### src/fskst_regs.svh
// register offsets, field positions, reset values and codes of the fsk shaper block
`ifndef FSKST_REGS_SVH
`define FSKST_REGS_SVH
`define FSKST_ADDR_CLK_CFG 8'h00
`define FSKST_ADDR_DEV_CFG 8'h04
`define FSKST_ADDR_TRIM 8'h08
`define FSKST_ADDR_FEC_CTRL 8'h0c
`define FSKST_ADDR_FEC_STAT 8'h10
`define FSKST_RST_REF_DIV 6'h01
`define FSKST_RST_CLK_SCALE 3'h0
`define FSKST_RST_CURRENT 5'h00
`define FSKST_RST_ATTEN 4'h0
`define FSKST_RST_FILTER 3'h0
`define FSKST_RST_TRIM 5'h10
`define FSKST_RST_WIN_SEL 2'h0
`define FSKST_RST_CNT_MODE 2'h3
`define FSKST_SCALE_TOP 3'h7
`define FSKST_WIN_BASE 7'h08
`define FSKST_EDGE_TICKS 3'h4
`define FSKST_MODE_UP_BIT 0
`define FSKST_MODE_DN_BIT 1
`define FSKST_RESP_OKAY 2'h0
`define FSKST_RESP_SLVERR 2'h2
`endif

### src/fskst_pkg.sv
// types shared by the fsk shaper and error counter modules
package fskst_pkg;
  typedef enum logic {SH_IDLE, SH_EDGE} fskst_sh_state_t;
  typedef enum logic {FC_IDLE, FC_RUN} fskst_fc_state_t;
  typedef logic [7:0] fskst_addr_t;
  typedef logic [31:0] fskst_word_t;
endpackage : fskst_pkg

### src/fskst_fec_if.sv
// link between register file and frequency error counter
`timescale 1ns/10ps
interface fskst_fec_if;
  logic start;
  logic [1:0] win_sel;
  logic [1:0] cnt_mode;
  logic bit_tick;
  logic up_pulse;
  logic down_pulse;
  logic [7:0] count;
  logic busy;
  logic done;
  modport ctl (output start, win_sel, cnt_mode, bit_tick, up_pulse, down_pulse,
               input count, busy, done);
  modport cnt (input start, win_sel, cnt_mode, bit_tick, up_pulse, down_pulse,
               output count, busy, done);
endinterface : fskst_fec_if

### src/fskst_err_cnt.sv
// frequency error counter over a window of received bits
`timescale 1ns/10ps
`include "fskst_regs.svh"
module fskst_err_cnt (
  input wire logic ref_clk_in, // block clock
  input wire logic sys_rst_in, // sync reset, high
  fskst_fec_if.cnt fec // control and result
);
  import fskst_pkg::*;
  typedef struct packed {
    fskst_fc_state_t st;
    logic [6:0] bits;
    logic [6:0] n;
    logic [7:0] cnt;
    logic done;
  } fskst_fc_reg_t;
  fskst_fc_reg_t q;
  fskst_fc_reg_t d;
  logic inc;
  logic dec;
  logic [6:0] helper_ticks_q;

  ////////////////////////////////////////////////////////////////////////////
  // pulse selection: up counts upward, down counts downward
  assign inc = fec.cnt_mode[`FSKST_MODE_UP_BIT] & fec.up_pulse;
  assign dec = fec.cnt_mode[`FSKST_MODE_DN_BIT] & fec.down_pulse;

  // next state of the counter
  always_comb begin
    d = q;
    if (q.st == FC_RUN) begin
      d.cnt = q.cnt + {7'h00, inc} - {7'h00, dec};
      if (fec.bit_tick) begin
        d.bits = q.bits + 7'h01;
        if (d.bits == q.n) begin
          d.st = FC_IDLE;
          d.done = 1'b1;
        end
      end
    end
    if (fec.start) begin
      d.st = FC_RUN;
      d.cnt = 8'h00;
      d.bits = 7'h00;
      d.n = `FSKST_WIN_BASE << fec.win_sel;
      d.done = 1'b0;
    end
  end

  // state register
  always_ff @(posedge ref_clk_in) begin
    if (sys_rst_in) begin
      q <= '0;
    end else begin
      q <= d;
    end
  end

  assign fec.count = q.cnt;
  assign fec.busy = (q.st == FC_RUN);
  assign fec.done = q.done;

  ////////////////////////////////////////////////////////////////////////////
  // helper: bit ticks seen during a window
  always_ff @(posedge ref_clk_in) begin
    if (sys_rst_in || fec.start) begin
      helper_ticks_q <= 7'h00;
    end else if (fec.busy && fec.bit_tick) begin
      helper_ticks_q <= helper_ticks_q + 7'h01;
    end
  end
endmodule : fskst_err_cnt

### src/fskst_top.sv
// fsk shaping clock, waveform edge sequencer, trim and error counter registers
//
// Local design decisions: the AXI4-Lite interface to the registers and the address map.
`timescale 1ns/10ps
`include "fskst_regs.svh"
// Functional notes
// - shaping tick period is ref divider times two to seven minus scale
// - scale code accepts 0..7, each step doubles shaping clock rate
// - five-bit charge current code 0..31, larger code gives larger deviation
// - attenuator code 0..15, deviation scales by one over one plus code
// - filter code zero disables smoothing; seven filters most
// - higher trim code adds load capacitance, lowering oscillator frequency
// - error counter window is 8, 16, 32 or 64 received bits
// - count up pulses upward, down pulses downward, either or both
// - error count is eight-bit two's complement, wraps without saturating
// - each waveform rising or falling edge spends four shaping ticks
module fskst_top (
  input wire logic ref_clk_in, // 250 MHz clock
  input wire logic sys_rst_in, // sync reset, high
  input wire fskst_pkg::fskst_addr_t s_axi_awaddr_in, // write address
  input wire logic s_axi_awvalid_in, // write address valid
  output logic s_axi_awready_out, // write address ready
  input wire fskst_pkg::fskst_word_t s_axi_wdata_in, // write data
  input wire logic [3:0] s_axi_wstrb_in, // byte strobes
  input wire logic s_axi_wvalid_in, // write data valid
  output logic s_axi_wready_out, // write data ready
  output logic [1:0] s_axi_bresp_out, // write response
  output logic s_axi_bvalid_out, // write response valid
  input wire logic s_axi_bready_in, // write response ready
  input wire fskst_pkg::fskst_addr_t s_axi_araddr_in, // read address
  input wire logic s_axi_arvalid_in, // read address valid
  output logic s_axi_arready_out, // read address ready
  output fskst_pkg::fskst_word_t s_axi_rdata_out, // read data
  output logic [1:0] s_axi_rresp_out, // read response
  output logic s_axi_rvalid_out, // read data valid
  input wire logic s_axi_rready_in, // read data ready
  input wire logic tx_data_in, // modulation data pin
  input wire logic rx_bit_in, // received bit clock pin
  input wire logic up_pulse_in, // demodulator up pulse pin
  input wire logic down_pulse_in, // demodulator down pulse pin
  output logic shaping_tick_out, // one cycle per shaping period
  output logic shape_active_out, // edge in progress
  output logic shape_rising_out, // edge direction
  output logic [1:0] shape_step_out, // period within edge
  output logic [4:0] charge_current_out, // charge current code
  output logic [3:0] atten_out, // attenuator code
  output logic [2:0] filter_code_out, // smoothing filter code
  output logic filter_enable_out, // smoothing filter on
  output logic [4:0] trim_code_out // crystal trim code
);
  import fskst_pkg::*;
  typedef struct packed {
    logic [5:0] ref_div;
    logic [2:0] shaping_clock_scale;
    logic [4:0] current;
    logic [3:0] atten;
    logic [2:0] filter;
    logic [4:0] trim;
    logic [1:0] win_sel;
    logic [1:0] cnt_mode;
    logic start;
    logic [7:0] aw_addr;
    logic aw_got;
    logic [31:0] w_data;
    logic [3:0] w_strb;
    logic w_got;
    logic bvalid;
    logic [1:0] bresp;
    logic rvalid;
    logic [31:0] rdata;
    logic [1:0] rresp;
    logic [12:0] div_cnt;
    logic tick;
    logic [3:0] sync1;
    logic [3:0] sync2;
    logic [3:0] sync3;
    fskst_sh_state_t sh_st;
    logic level;
    logic [1:0] step;
  } fskst_top_reg_t;
  fskst_top_reg_t q;
  fskst_top_reg_t d;
  fskst_fec_if fec ();
  logic wr_fire;
  logic [31:0] wr_word;
  logic [12:0] period;
  logic [5:0] div_eff;

  ////////////////////////////////////////////////////////////////////////////
  // byte-lane merge of a write into an existing word
  function automatic logic [31:0] merge(input logic [31:0] old, input logic [31:0] nw,
                                        input logic [3:0] strb);
    logic [31:0] r;
    r = old;
    for (int i = 0; i < 4; i++) begin
      if (strb[i]) begin
        r[8*i +: 8] = nw[8*i +: 8];
      end
    end
    return r;
  endfunction : merge

  // current word image of a register, also the read data
  function automatic logic [31:0] reg_word(input fskst_top_reg_t s, input logic [7:0] a,
                                           input logic [7:0] cnt, input logic busy,
                                           input logic done);
    logic [31:0] r;
    r = 32'h0000_0000;
    case (a)
      `FSKST_ADDR_CLK_CFG: r = {21'h0, s.shaping_clock_scale, 2'h0, s.ref_div};
      `FSKST_ADDR_DEV_CFG: r = {13'h0, s.filter, 4'h0, s.atten, 3'h0, s.current};
      `FSKST_ADDR_TRIM: r = {27'h0, s.trim};
      `FSKST_ADDR_FEC_CTRL: r = {26'h0, s.cnt_mode, 2'h0, s.win_sel};
      `FSKST_ADDR_FEC_STAT: r = {22'h0, done, busy, cnt};
      default: r = 32'h0000_0000;
    endcase
    return r;
  endfunction : reg_word

  ////////////////////////////////////////////////////////////////////////////
  // zero divider is illegal; treat it as one so the tick never stalls
  assign div_eff = (q.ref_div == 6'h00) ? 6'h01 : q.ref_div;
  assign period = {7'h00, div_eff} << (`FSKST_SCALE_TOP - q.shaping_clock_scale);
  assign wr_fire = q.aw_got && q.w_got && !q.bvalid;
  assign wr_word = merge(reg_word(q, q.aw_addr, fec.count, fec.busy, fec.done), q.w_data,
                         q.w_strb);

  // next state: bus slave, divider, pin sync, edge sequencer
  always_comb begin
    d = q;
    d.start = 1'b0;
    if (s_axi_awvalid_in && !q.aw_got) begin
      d.aw_addr = s_axi_awaddr_in;
      d.aw_got = 1'b1;
    end
    if (s_axi_wvalid_in && !q.w_got) begin
      d.w_data = s_axi_wdata_in;
      d.w_strb = s_axi_wstrb_in;
      d.w_got = 1'b1;
    end
    if (q.bvalid && s_axi_bready_in) begin
      d.bvalid = 1'b0;
    end
    if (wr_fire) begin
      d.aw_got = 1'b0;
      d.w_got = 1'b0;
      d.bvalid = 1'b1;
      d.bresp = `FSKST_RESP_OKAY;
      case (q.aw_addr)
        `FSKST_ADDR_CLK_CFG: begin
          d.ref_div = wr_word[5:0];
          d.shaping_clock_scale = wr_word[10:8];
        end
        `FSKST_ADDR_DEV_CFG: begin
          d.current = wr_word[4:0];
          d.atten = wr_word[11:8];
          d.filter = wr_word[18:16];
        end
        `FSKST_ADDR_TRIM: d.trim = wr_word[4:0];
        `FSKST_ADDR_FEC_CTRL: begin
          d.win_sel = wr_word[1:0];
          d.cnt_mode = wr_word[5:4];
          d.start = q.w_strb[1] && q.w_data[8];
        end
        `FSKST_ADDR_FEC_STAT: d.bresp = `FSKST_RESP_OKAY;
        default: d.bresp = `FSKST_RESP_SLVERR;
      endcase
    end
    if (q.rvalid && s_axi_rready_in) begin
      d.rvalid = 1'b0;
    end
    if (s_axi_arvalid_in && !q.rvalid) begin
      d.rvalid = 1'b1;
      d.rdata = reg_word(q, s_axi_araddr_in, fec.count, fec.busy, fec.done);
      d.rresp = (s_axi_araddr_in > `FSKST_ADDR_FEC_STAT || s_axi_araddr_in[1:0] != 2'h0)
                ? `FSKST_RESP_SLVERR : `FSKST_RESP_OKAY;
    end
    // shaping clock divider
    d.tick = 1'b0;
    if (q.div_cnt >= period - 13'h0001) begin
      d.div_cnt = 13'h0000;
      d.tick = 1'b1;
    end else begin
      d.div_cnt = q.div_cnt + 13'h0001;
    end
    // pins: two flops, third for edge detection
    d.sync1 = {down_pulse_in, up_pulse_in, rx_bit_in, tx_data_in};
    d.sync2 = q.sync1;
    d.sync3 = q.sync2;
    // edge sequencer: four shaping ticks per edge
    case (q.sh_st)
      SH_IDLE: begin
        if (q.sync2[0] != q.level) begin
          d.sh_st = SH_EDGE;
          d.level = q.sync2[0];
          d.step = 2'h0;
        end
      end
      SH_EDGE: begin
        if (q.tick) begin
          d.step = q.step + 2'h1;
          if ({1'b0, q.step} == `FSKST_EDGE_TICKS - 3'h1) begin
            d.sh_st = SH_IDLE;
          end
        end
      end
      default: d.sh_st = SH_IDLE;
    endcase
  end

  // state register
  always_ff @(posedge ref_clk_in) begin
    if (sys_rst_in) begin
      q <= '0;
      q.ref_div <= `FSKST_RST_REF_DIV;
      q.shaping_clock_scale <= `FSKST_RST_CLK_SCALE;
      q.current <= `FSKST_RST_CURRENT;
      q.atten <= `FSKST_RST_ATTEN;
      q.filter <= `FSKST_RST_FILTER;
      q.trim <= `FSKST_RST_TRIM;
      q.win_sel <= `FSKST_RST_WIN_SEL;
      q.cnt_mode <= `FSKST_RST_CNT_MODE;
    end else begin
      q <= d;
    end
  end

  ////////////////////////////////////////////////////////////////////////////
  // error counter and its pulse feeds
  assign fec.start = q.start;
  assign fec.win_sel = q.win_sel;
  assign fec.cnt_mode = q.cnt_mode;
  assign fec.bit_tick = q.sync2[1] && !q.sync3[1];
  assign fec.up_pulse = q.sync2[2] && !q.sync3[2];
  assign fec.down_pulse = q.sync2[3] && !q.sync3[3];

  fskst_err_cnt u_err_cnt (
    .ref_clk_in(ref_clk_in),
    .sys_rst_in(sys_rst_in),
    .fec(fec.cnt)
  );

  // outputs
  assign s_axi_awready_out = !q.aw_got;
  assign s_axi_wready_out = !q.w_got;
  assign s_axi_bvalid_out = q.bvalid;
  assign s_axi_bresp_out = q.bresp;
  assign s_axi_arready_out = !q.rvalid;
  assign s_axi_rvalid_out = q.rvalid;
  assign s_axi_rdata_out = q.rdata;
  assign s_axi_rresp_out = q.rresp;
  assign shaping_tick_out = q.tick;
  assign shape_active_out = (q.sh_st == SH_EDGE);
  assign shape_rising_out = q.level;
  assign shape_step_out = q.step;
  assign charge_current_out = q.current;
  assign atten_out = q.atten;
  assign filter_code_out = q.filter;
  assign filter_enable_out = (q.filter != 3'h0);
  assign trim_code_out = q.trim;

  ////////////////////////////////////////////////////////////////////////////
  // helpers: cycles between ticks, config change, ticks in an edge
  logic [12:0] gap_q;
  logic gap_ok_q;
  logic [2:0] edge_ticks_q;
  always_ff @(posedge ref_clk_in) begin
    if (sys_rst_in) begin
      gap_q <= 13'h0000;
      gap_ok_q <= 1'b0;
      edge_ticks_q <= 3'h0;
    end else begin
      gap_q <= q.tick ? 13'h0001 : gap_q + 13'h0001;
      if (wr_fire && q.aw_addr == `FSKST_ADDR_CLK_CFG) begin
        gap_ok_q <= 1'b0;
      end else if (q.tick) begin
        gap_ok_q <= 1'b1;
      end
      if (!shape_active_out) begin
        edge_ticks_q <= 3'h0;
      end else if (q.tick) begin
        edge_ticks_q <= edge_ticks_q + 3'h1;
      end
    end
  end
endmodule : fskst_top

### config.mk
export PLATFORM = sky130hd
export DESIGN_NAME = fskst_top
export DESIGN_NICKNAME = d
export VERILOG_FILES = /design/src/fskst_pkg.sv /design/src/fskst_fec_if.sv /design/src/fskst_err_cnt.sv /design/src/fskst_top.sv
export VERILOG_INCLUDE_DIRS = /design/src
export SDC_FILE = /design/constraint.sdc
export NUM_CORES = 1
export LEC_CHECK = 0
export ABC_AREA = 1
export ABC_CLOCK_PERIOD_IN_PS = 5090
export BUFFER_PORTS_ARGS = -buffer_cell sky130_fd_sc_hd__buf_2
export CORE_MARGIN = 2
export CORE_UTILIZATION = 35
export CTS_BUF_LIST = sky130_fd_sc_hd__clkbuf_4
export DETAILED_ROUTE_END_ITERATION = 12
export HOLD_SLACK_MARGIN = 0.05
export PLACE_DENSITY_LB_ADDON = 0.12
export RECOVER_POWER = 100
export SYNTH_ARGS = -nofsm -noshare
export SYNTH_HDL_FRONTEND = slang
export SYNTH_HIERARCHICAL = 1
export SYNTH_SLANG_ARGS = --single-unit
### constraint.sdc
create_clock -name ref_clk_in -period 5.09 [get_ports ref_clk_in]
set_clock_uncertainty 0.15 [all_clocks]
set_input_delay 0 -clock ref_clk_in [delete_from_list [all_inputs] [get_ports ref_clk_in]]
set_output_delay 0 -clock ref_clk_in [all_outputs]
set_load 0.005 [all_outputs]
After elaboration in Yosys (flattened, before gate mapping)
Cells that the tools add are included.
{"block": "op_classes", "shift": 2, "eq_ne": 15, "bitwise_logic": 5, "n_mux": 26, "n_lt_le_gt_ge": 2, "n_addsub": 7, "n_reduce_logical": 41}
{"cell": "$pmux 19 s5", "n": 1}
{"cell": "$pmux 19 s3", "n": 1}
{"cell": "$mux 35", "n": 1}
{"cell": "$eq 8x4->1 const B", "n": 4}
{"cell": "$mux 24", "n": 1}
{"cell": "$eq 8x3->1 const B", "n": 2}
{"cell": "$eq 8x5->1 const B", "n": 2}
{"cell": "$logic_not 8->1", "n": 2}
{"cell": "$mux 8", "n": 2}
{"cell": "$reduce_and 2->1", "n": 7}
{"cell": "$add 13x1->13 const B", "n": 1}
{"cell": "$ge 13x13->1", "n": 1}
{"cell": "$shl 6x3->13", "n": 1}
{"cell": "$sub 13x1->13 const B", "n": 1}
{"cell": "$mux 6", "n": 2}
{"cell": "$logic_and 1x1->1", "n": 11}
{"cell": "$mux 9", "n": 1}
{"cell": "$reduce_and 3->1", "n": 3}
{"cell": "$add 8x1->8", "n": 1}
{"cell": "$gt 8x5->1 const B", "n": 1}
{"cell": "$mux 1", "n": 8}
{"cell": "$mux 4", "n": 2}
{"cell": "$sub 8x1->8", "n": 1}
{"cell": "$add 7x1->7 const B", "n": 1}
{"cell": "22 further kinds", "n": 40}
{"block": "word_totals", "output_inout_bits": 64, "regBits": 156, "word_cells": 131}

Longest topological paths before layout
{"block": "depth", "depth_word": 7, "depth_mapped": 20}

Modules after synthesis
Netlist, hierarchy kept.
{"module": "fskst_top", "seq_area_each_um2": 2102.0, "cells_per_inst": 819, "area_per_inst_um2": 5813.1, "instances": 1}
{"module": "fskst_err_cnt", "seq_area_each_um2": 420.4, "cells_per_inst": 196, "area_per_inst_um2": 1386.3, "instances": 1}

Worst setup path before layout
Ideal clock, no wire load.
{"block": "synth_timing", "path_kind": "register to register", "from": "register q[142] (netlist bit)", "to": "register q[28] (netlist bit)", "path_slack_ps": 2386, "required_time_ps": 4820, "setup_time_ps": 120, "t_arrival_ps": 2435, "path_stages_with_launch": 18, "n_path_buf": 1, "path_cell_list": "dfxtp_1 nor2_1 nand3_2 nand2_2 nand4_1 ha_1 inv_1 nor2_4 nand3_1 nand2_1 nand2_1 ha_1 nand2_1 nor4_1 o21ai_1 nand4_1 buf_2 a21oi_1"}
{"block": "synth_between", "elab_chain_len": 6}
{"item": "start: declaration", "line_no": "fskst_top.sv:81", "text": "fskst_top_reg_t q;"}
{"item": "$logic_not 6->1", "line_no": "fskst_top.sv:122", "text": "assign div_eff = (q.ref_div == 6'h00) ? 6'h01 : q.ref_div;"}
{"item": "$mux 6 *", "line_no": "fskst_top.sv:122"}
{"item": "$shl 6x3->13 *", "line_no": "fskst_top.sv:123", "text": "assign period = {7'h00, div_eff} << (`FSKST_SCALE_TOP - q.shaping_clock_scale);"}
{"item": "$sub 13x1->13 *", "line_no": "fskst_top.sv:180", "text": "if (q.div_cnt >= period - 13'h0001) begin"}
{"item": "$ge 13x13->1 *", "line_no": "fskst_top.sv:180"}
{"item": "$reduce_or 2->1 (no source line) *"}
Every way passes the cells marked *; elsewhere a longest branch is shown, timed or not.
A chain may end at the register's enable or synchronous reset.

==> flow_summary_export.csv <==
group,metric,value,unit
setup_path,slowest_delay,1.87,ns
logic_synthesis,ys_types,51,
run_status,outcome,"finished, violations left",
power,clkPwrFrac,37.8,%
sta,finalSetupTns,0,ns
detailed_routing,drt_iter0_markers,346,
sta,rsz0062_at_grt,"false",
sta,relSlewSlack,-78.4,%
floorplan,die_h,147,µm
power,pwr_density_cell,242,mW/mm²
placement,dpl.cell_count,1303,
floorplan,die_area,0.0217,mm²
detailed_routing,route.detailed.drc,0,
floorplan,design.core.area,0.0202,mm²
layout,nNetsFinal,1243,
clocking,clock_latency,0.54,ns
flow_run,maxCapViolCount,1,
power,switching_share,27.3,%
hold_path,hp-class,"in2reg",
floorplan,dieWidth,147,µm
logic_synthesis,yosys_register_bits,126,
logic_synthesis,synth_ff_type,"dfxtp_1",
clocking,htree_levels,4,
floorplan,io-pin-count,127,
sta,fin_ws,1.30,ns
clocking,clock-root-buffer,"clkbuf_4",
placement,hpwl,13600,µm
placement,portBuffers,87,
power,power_switching,577,µW
logic_synthesis,yosys_warnings,6,
logic_synthesis,synthCells,1015,
logic_synthesis,ys_top_cells_by_count,"171 x nand2_1, 127 x inv_1, 126 x dfxtp_1, 113 x nor2_1, 88 x a21oi_1",
detailed_routing,antenna_left,0,
logic_synthesis,yosysTopAreaCell,"dfxtp_1",
setup_path,arrival,3.95,ns
logic_synthesis,synthArstFlopShare,0,%
power,p_leak,0.00395,µW
placement,dpl_worst_slack,1.51,ns
setup_path,crit_path_end_kind,"flop",
layout,nFillCells,2139,
setup_path,crit_required,5.25,ns
sta,setup_viol,0,
sta,slew_viol_final,55,
logic_synthesis,synth_edf_count,0,
setup_path,cpMaxStageDelayCell,"clkbuf_1",
detailed_routing,vias_per_cell,4.56,
detailed_routing,vias,6559,
logic_synthesis,synth_top_area_share,35.0,%
detailed_routing,routed_wl,19000,µm
clocking,clk_pin_slew,0.12,ns
clocking,numCtsBuffers,17,
clocking,cts_sinks,126,
sta,hold_viol,0,
setup_path,crit_type,"in2reg",
layout,stdcell_count,1437,
setup_path,path_cells,"dlygate4sd3_1, buf_2, clkbuf_1, nor2_1, inv_1, o22ai_1",
logic_synthesis,synth_area,0.00720,mm²
grt,grt_max_degree,55,
sta,timing.hold.ws,0.112,ns
grt,grt_pass1_vias,6209,
setup_path,cp-start-kind,"input port",
run_status,failed_checks,"capacitance limit, slew limit",
placement,place_congestion,0.805,
detailed_routing,avgRoutedWirePerCell,13.3,µm
sta,fmax,264,MHz
detailed_routing,drt_pass1_iterations,4,
logic_synthesis,avgSynthCellArea,7.09,µm²
power,internal-power,1530,µW
sta,fin_crit,3.79,ns
floorplan,start_util,35.6,%
layout,area.growth.synth_to_final,21.4,%
grt,grt_overflow,0,
grt,grt_pass1_wl,31000,µm
power,p_seq_share,49.3,%
clocking,cts_tree,"yes",
clocking,cts_buffer_depth,2,
layout,layout-drive-gt1-share,13.6,%
logic_synthesis,synthTopCellsByArea,"dfxtp_1 35%, nand2_1 8.9%, buf_4 7.0%, inv_1 6.6%, a21oi_1 6.1%",
logic_synthesis,yosysSeqAreaShare,35.0,%
grt,gr-usage-all-layers,17.9,%
layout,post-route-util,43.2,%
logic_synthesis,synth.most_common_cell,"nand2_1",
setup_path,critPathMaxFanout,54,
grt,antenna_found_initial,1,
sta,finalCritPeriodShare,74.4,%
power,vdd_drop_max,165,µV
power,combPwrFrac,12.9,%
sta,tightest_slew,2.68,ns
floorplan,rows,52,
==> cell usage in the layout, fill, tap and decap left out, types with 6 or more instances in the layout <==
cell           instances
dfxtp_1              126
ha_1                  26
a21oi_1               88
o21ai_0               61
nor2_1               115
conb_1                19
xor2_1                14
buf_2                 63
o22ai_1                7
nor2_2                11
clkbuf_1              23
nand2_2               18
o221ai_1               6
nand2_1              173
inv_1                127
nand3_1               60
nand3_2                6
dlygate4sd3_1        101
nand4_1               20
clkbuf_4              18
==> critical path, delay by kind of cell <==
kind / cells / cell delay, ns
buffers and inverters: 4 / 3.11
and+or+nand+nor: 1 / 0.68
AOI/OAI and AO/OA: 1 / 0.14
==> what timing repair did <==
item / in CTS / in global routing
setup buffers: 0 / 0
hold endpoints to repair: 81 / 0
hold buffers: 101 / 0
setup endpoints to repair: 0 / 0
gates resized for setup: 0 / 0
==> metrics by stage <==
step | cell area (µm²) | total power, µW
2_1_floorplan | 7270 | 1220
3_3_place_gp | 7450 | 1270
3_5_place_dp | 7450 | 1270
4_1_cts | 8790 | 2140
5_1_grt | 8740 | 2220
6_report | 8740 | 2110
==> cells by family (layout without fill, tap and decap cells) <==
group	Yosys count	count (layout)	share of synthesized area (%)
simple gates	432	432	28.1
buf+inv	226	359	15.7
compound gates	183	183	13.9
flops	126	126	35.0
fa+ha+maj	27	27	4.80
xor+xnor	19	19	2.31
other cells	1	20	0.0521
mux	1	1	0.139
==> layout make-up <==
class	count	area [µm²]	share of cell area, %
Clock buffer	18	135	1.55
Antenna cell	1	2.50	0.0286
Sequential cell	126	2520	28.9
Timing Repair Buffer	190	1430	16.4
Tap cell	270	338	3.87
Inverter	137	524	6.00
Multi-Input combinational cell	681	3600	41.2
Clock inverter	14	191	2.19
==> path summary, 6_finish.rpt <==
kind | startpoint | to | slack (ns) | cells past startpoint
hold reg to reg | d[11]$_SDFF_PP0_ | d[7]$_SDFF_PP0_ | 0.26 | 2
setup / recovery | sys_rst_in | u_err_cnt/q[14]$_SDFFE_PP0P_ | 1.30 | 6
setup reg to reg | q[136]$_SDFFE_PP0P_ | q[26]$_SDFF_PP0_ | 1.45 | 17
hold / removal | s_axi_wvalid_in | q[68]$_SDFFE_PP0P_ | 0.11 | 4
==> sequential cells by signal, indices dropped and copies added (netlist names), 2 cells and up <==
register             flops
q                       51
s_axi_rdata_out         15
u_err_cnt/q             11
d                        8
u_err_cnt/fec.count      8
charge_current_out       5
trim_code_out            5
atten_out                4
filter_code_out          3
fec.cnt_mode             2
fec.win_sel              2
shape_step_out           2
==> power by group through the flow <==
stage / sequential (µW) / combinational [µW] / clock (µW)
floorplan: 1050 / 167 / 0
finish: 1040 / 273 / 798
CTS: 1040 / 274 / 824
detailed placement: 1060 / 212 / 0
global route: 1040 / 308 / 869
global placement: 1060 / 212 / 0
==> routing by layer <==
metal / vias to the layer above / GRT usage, % / wire (µm)
li1: 3503 / - / -
met1: 2951 / 24.2 / 9500
met2: 98 / 29.5 / 8850
met3: 7 / 3.73 / 526
met4: 0 / 4.09 / 165
met5: - / 0 / 0
(Power assumes the default switching activity.)
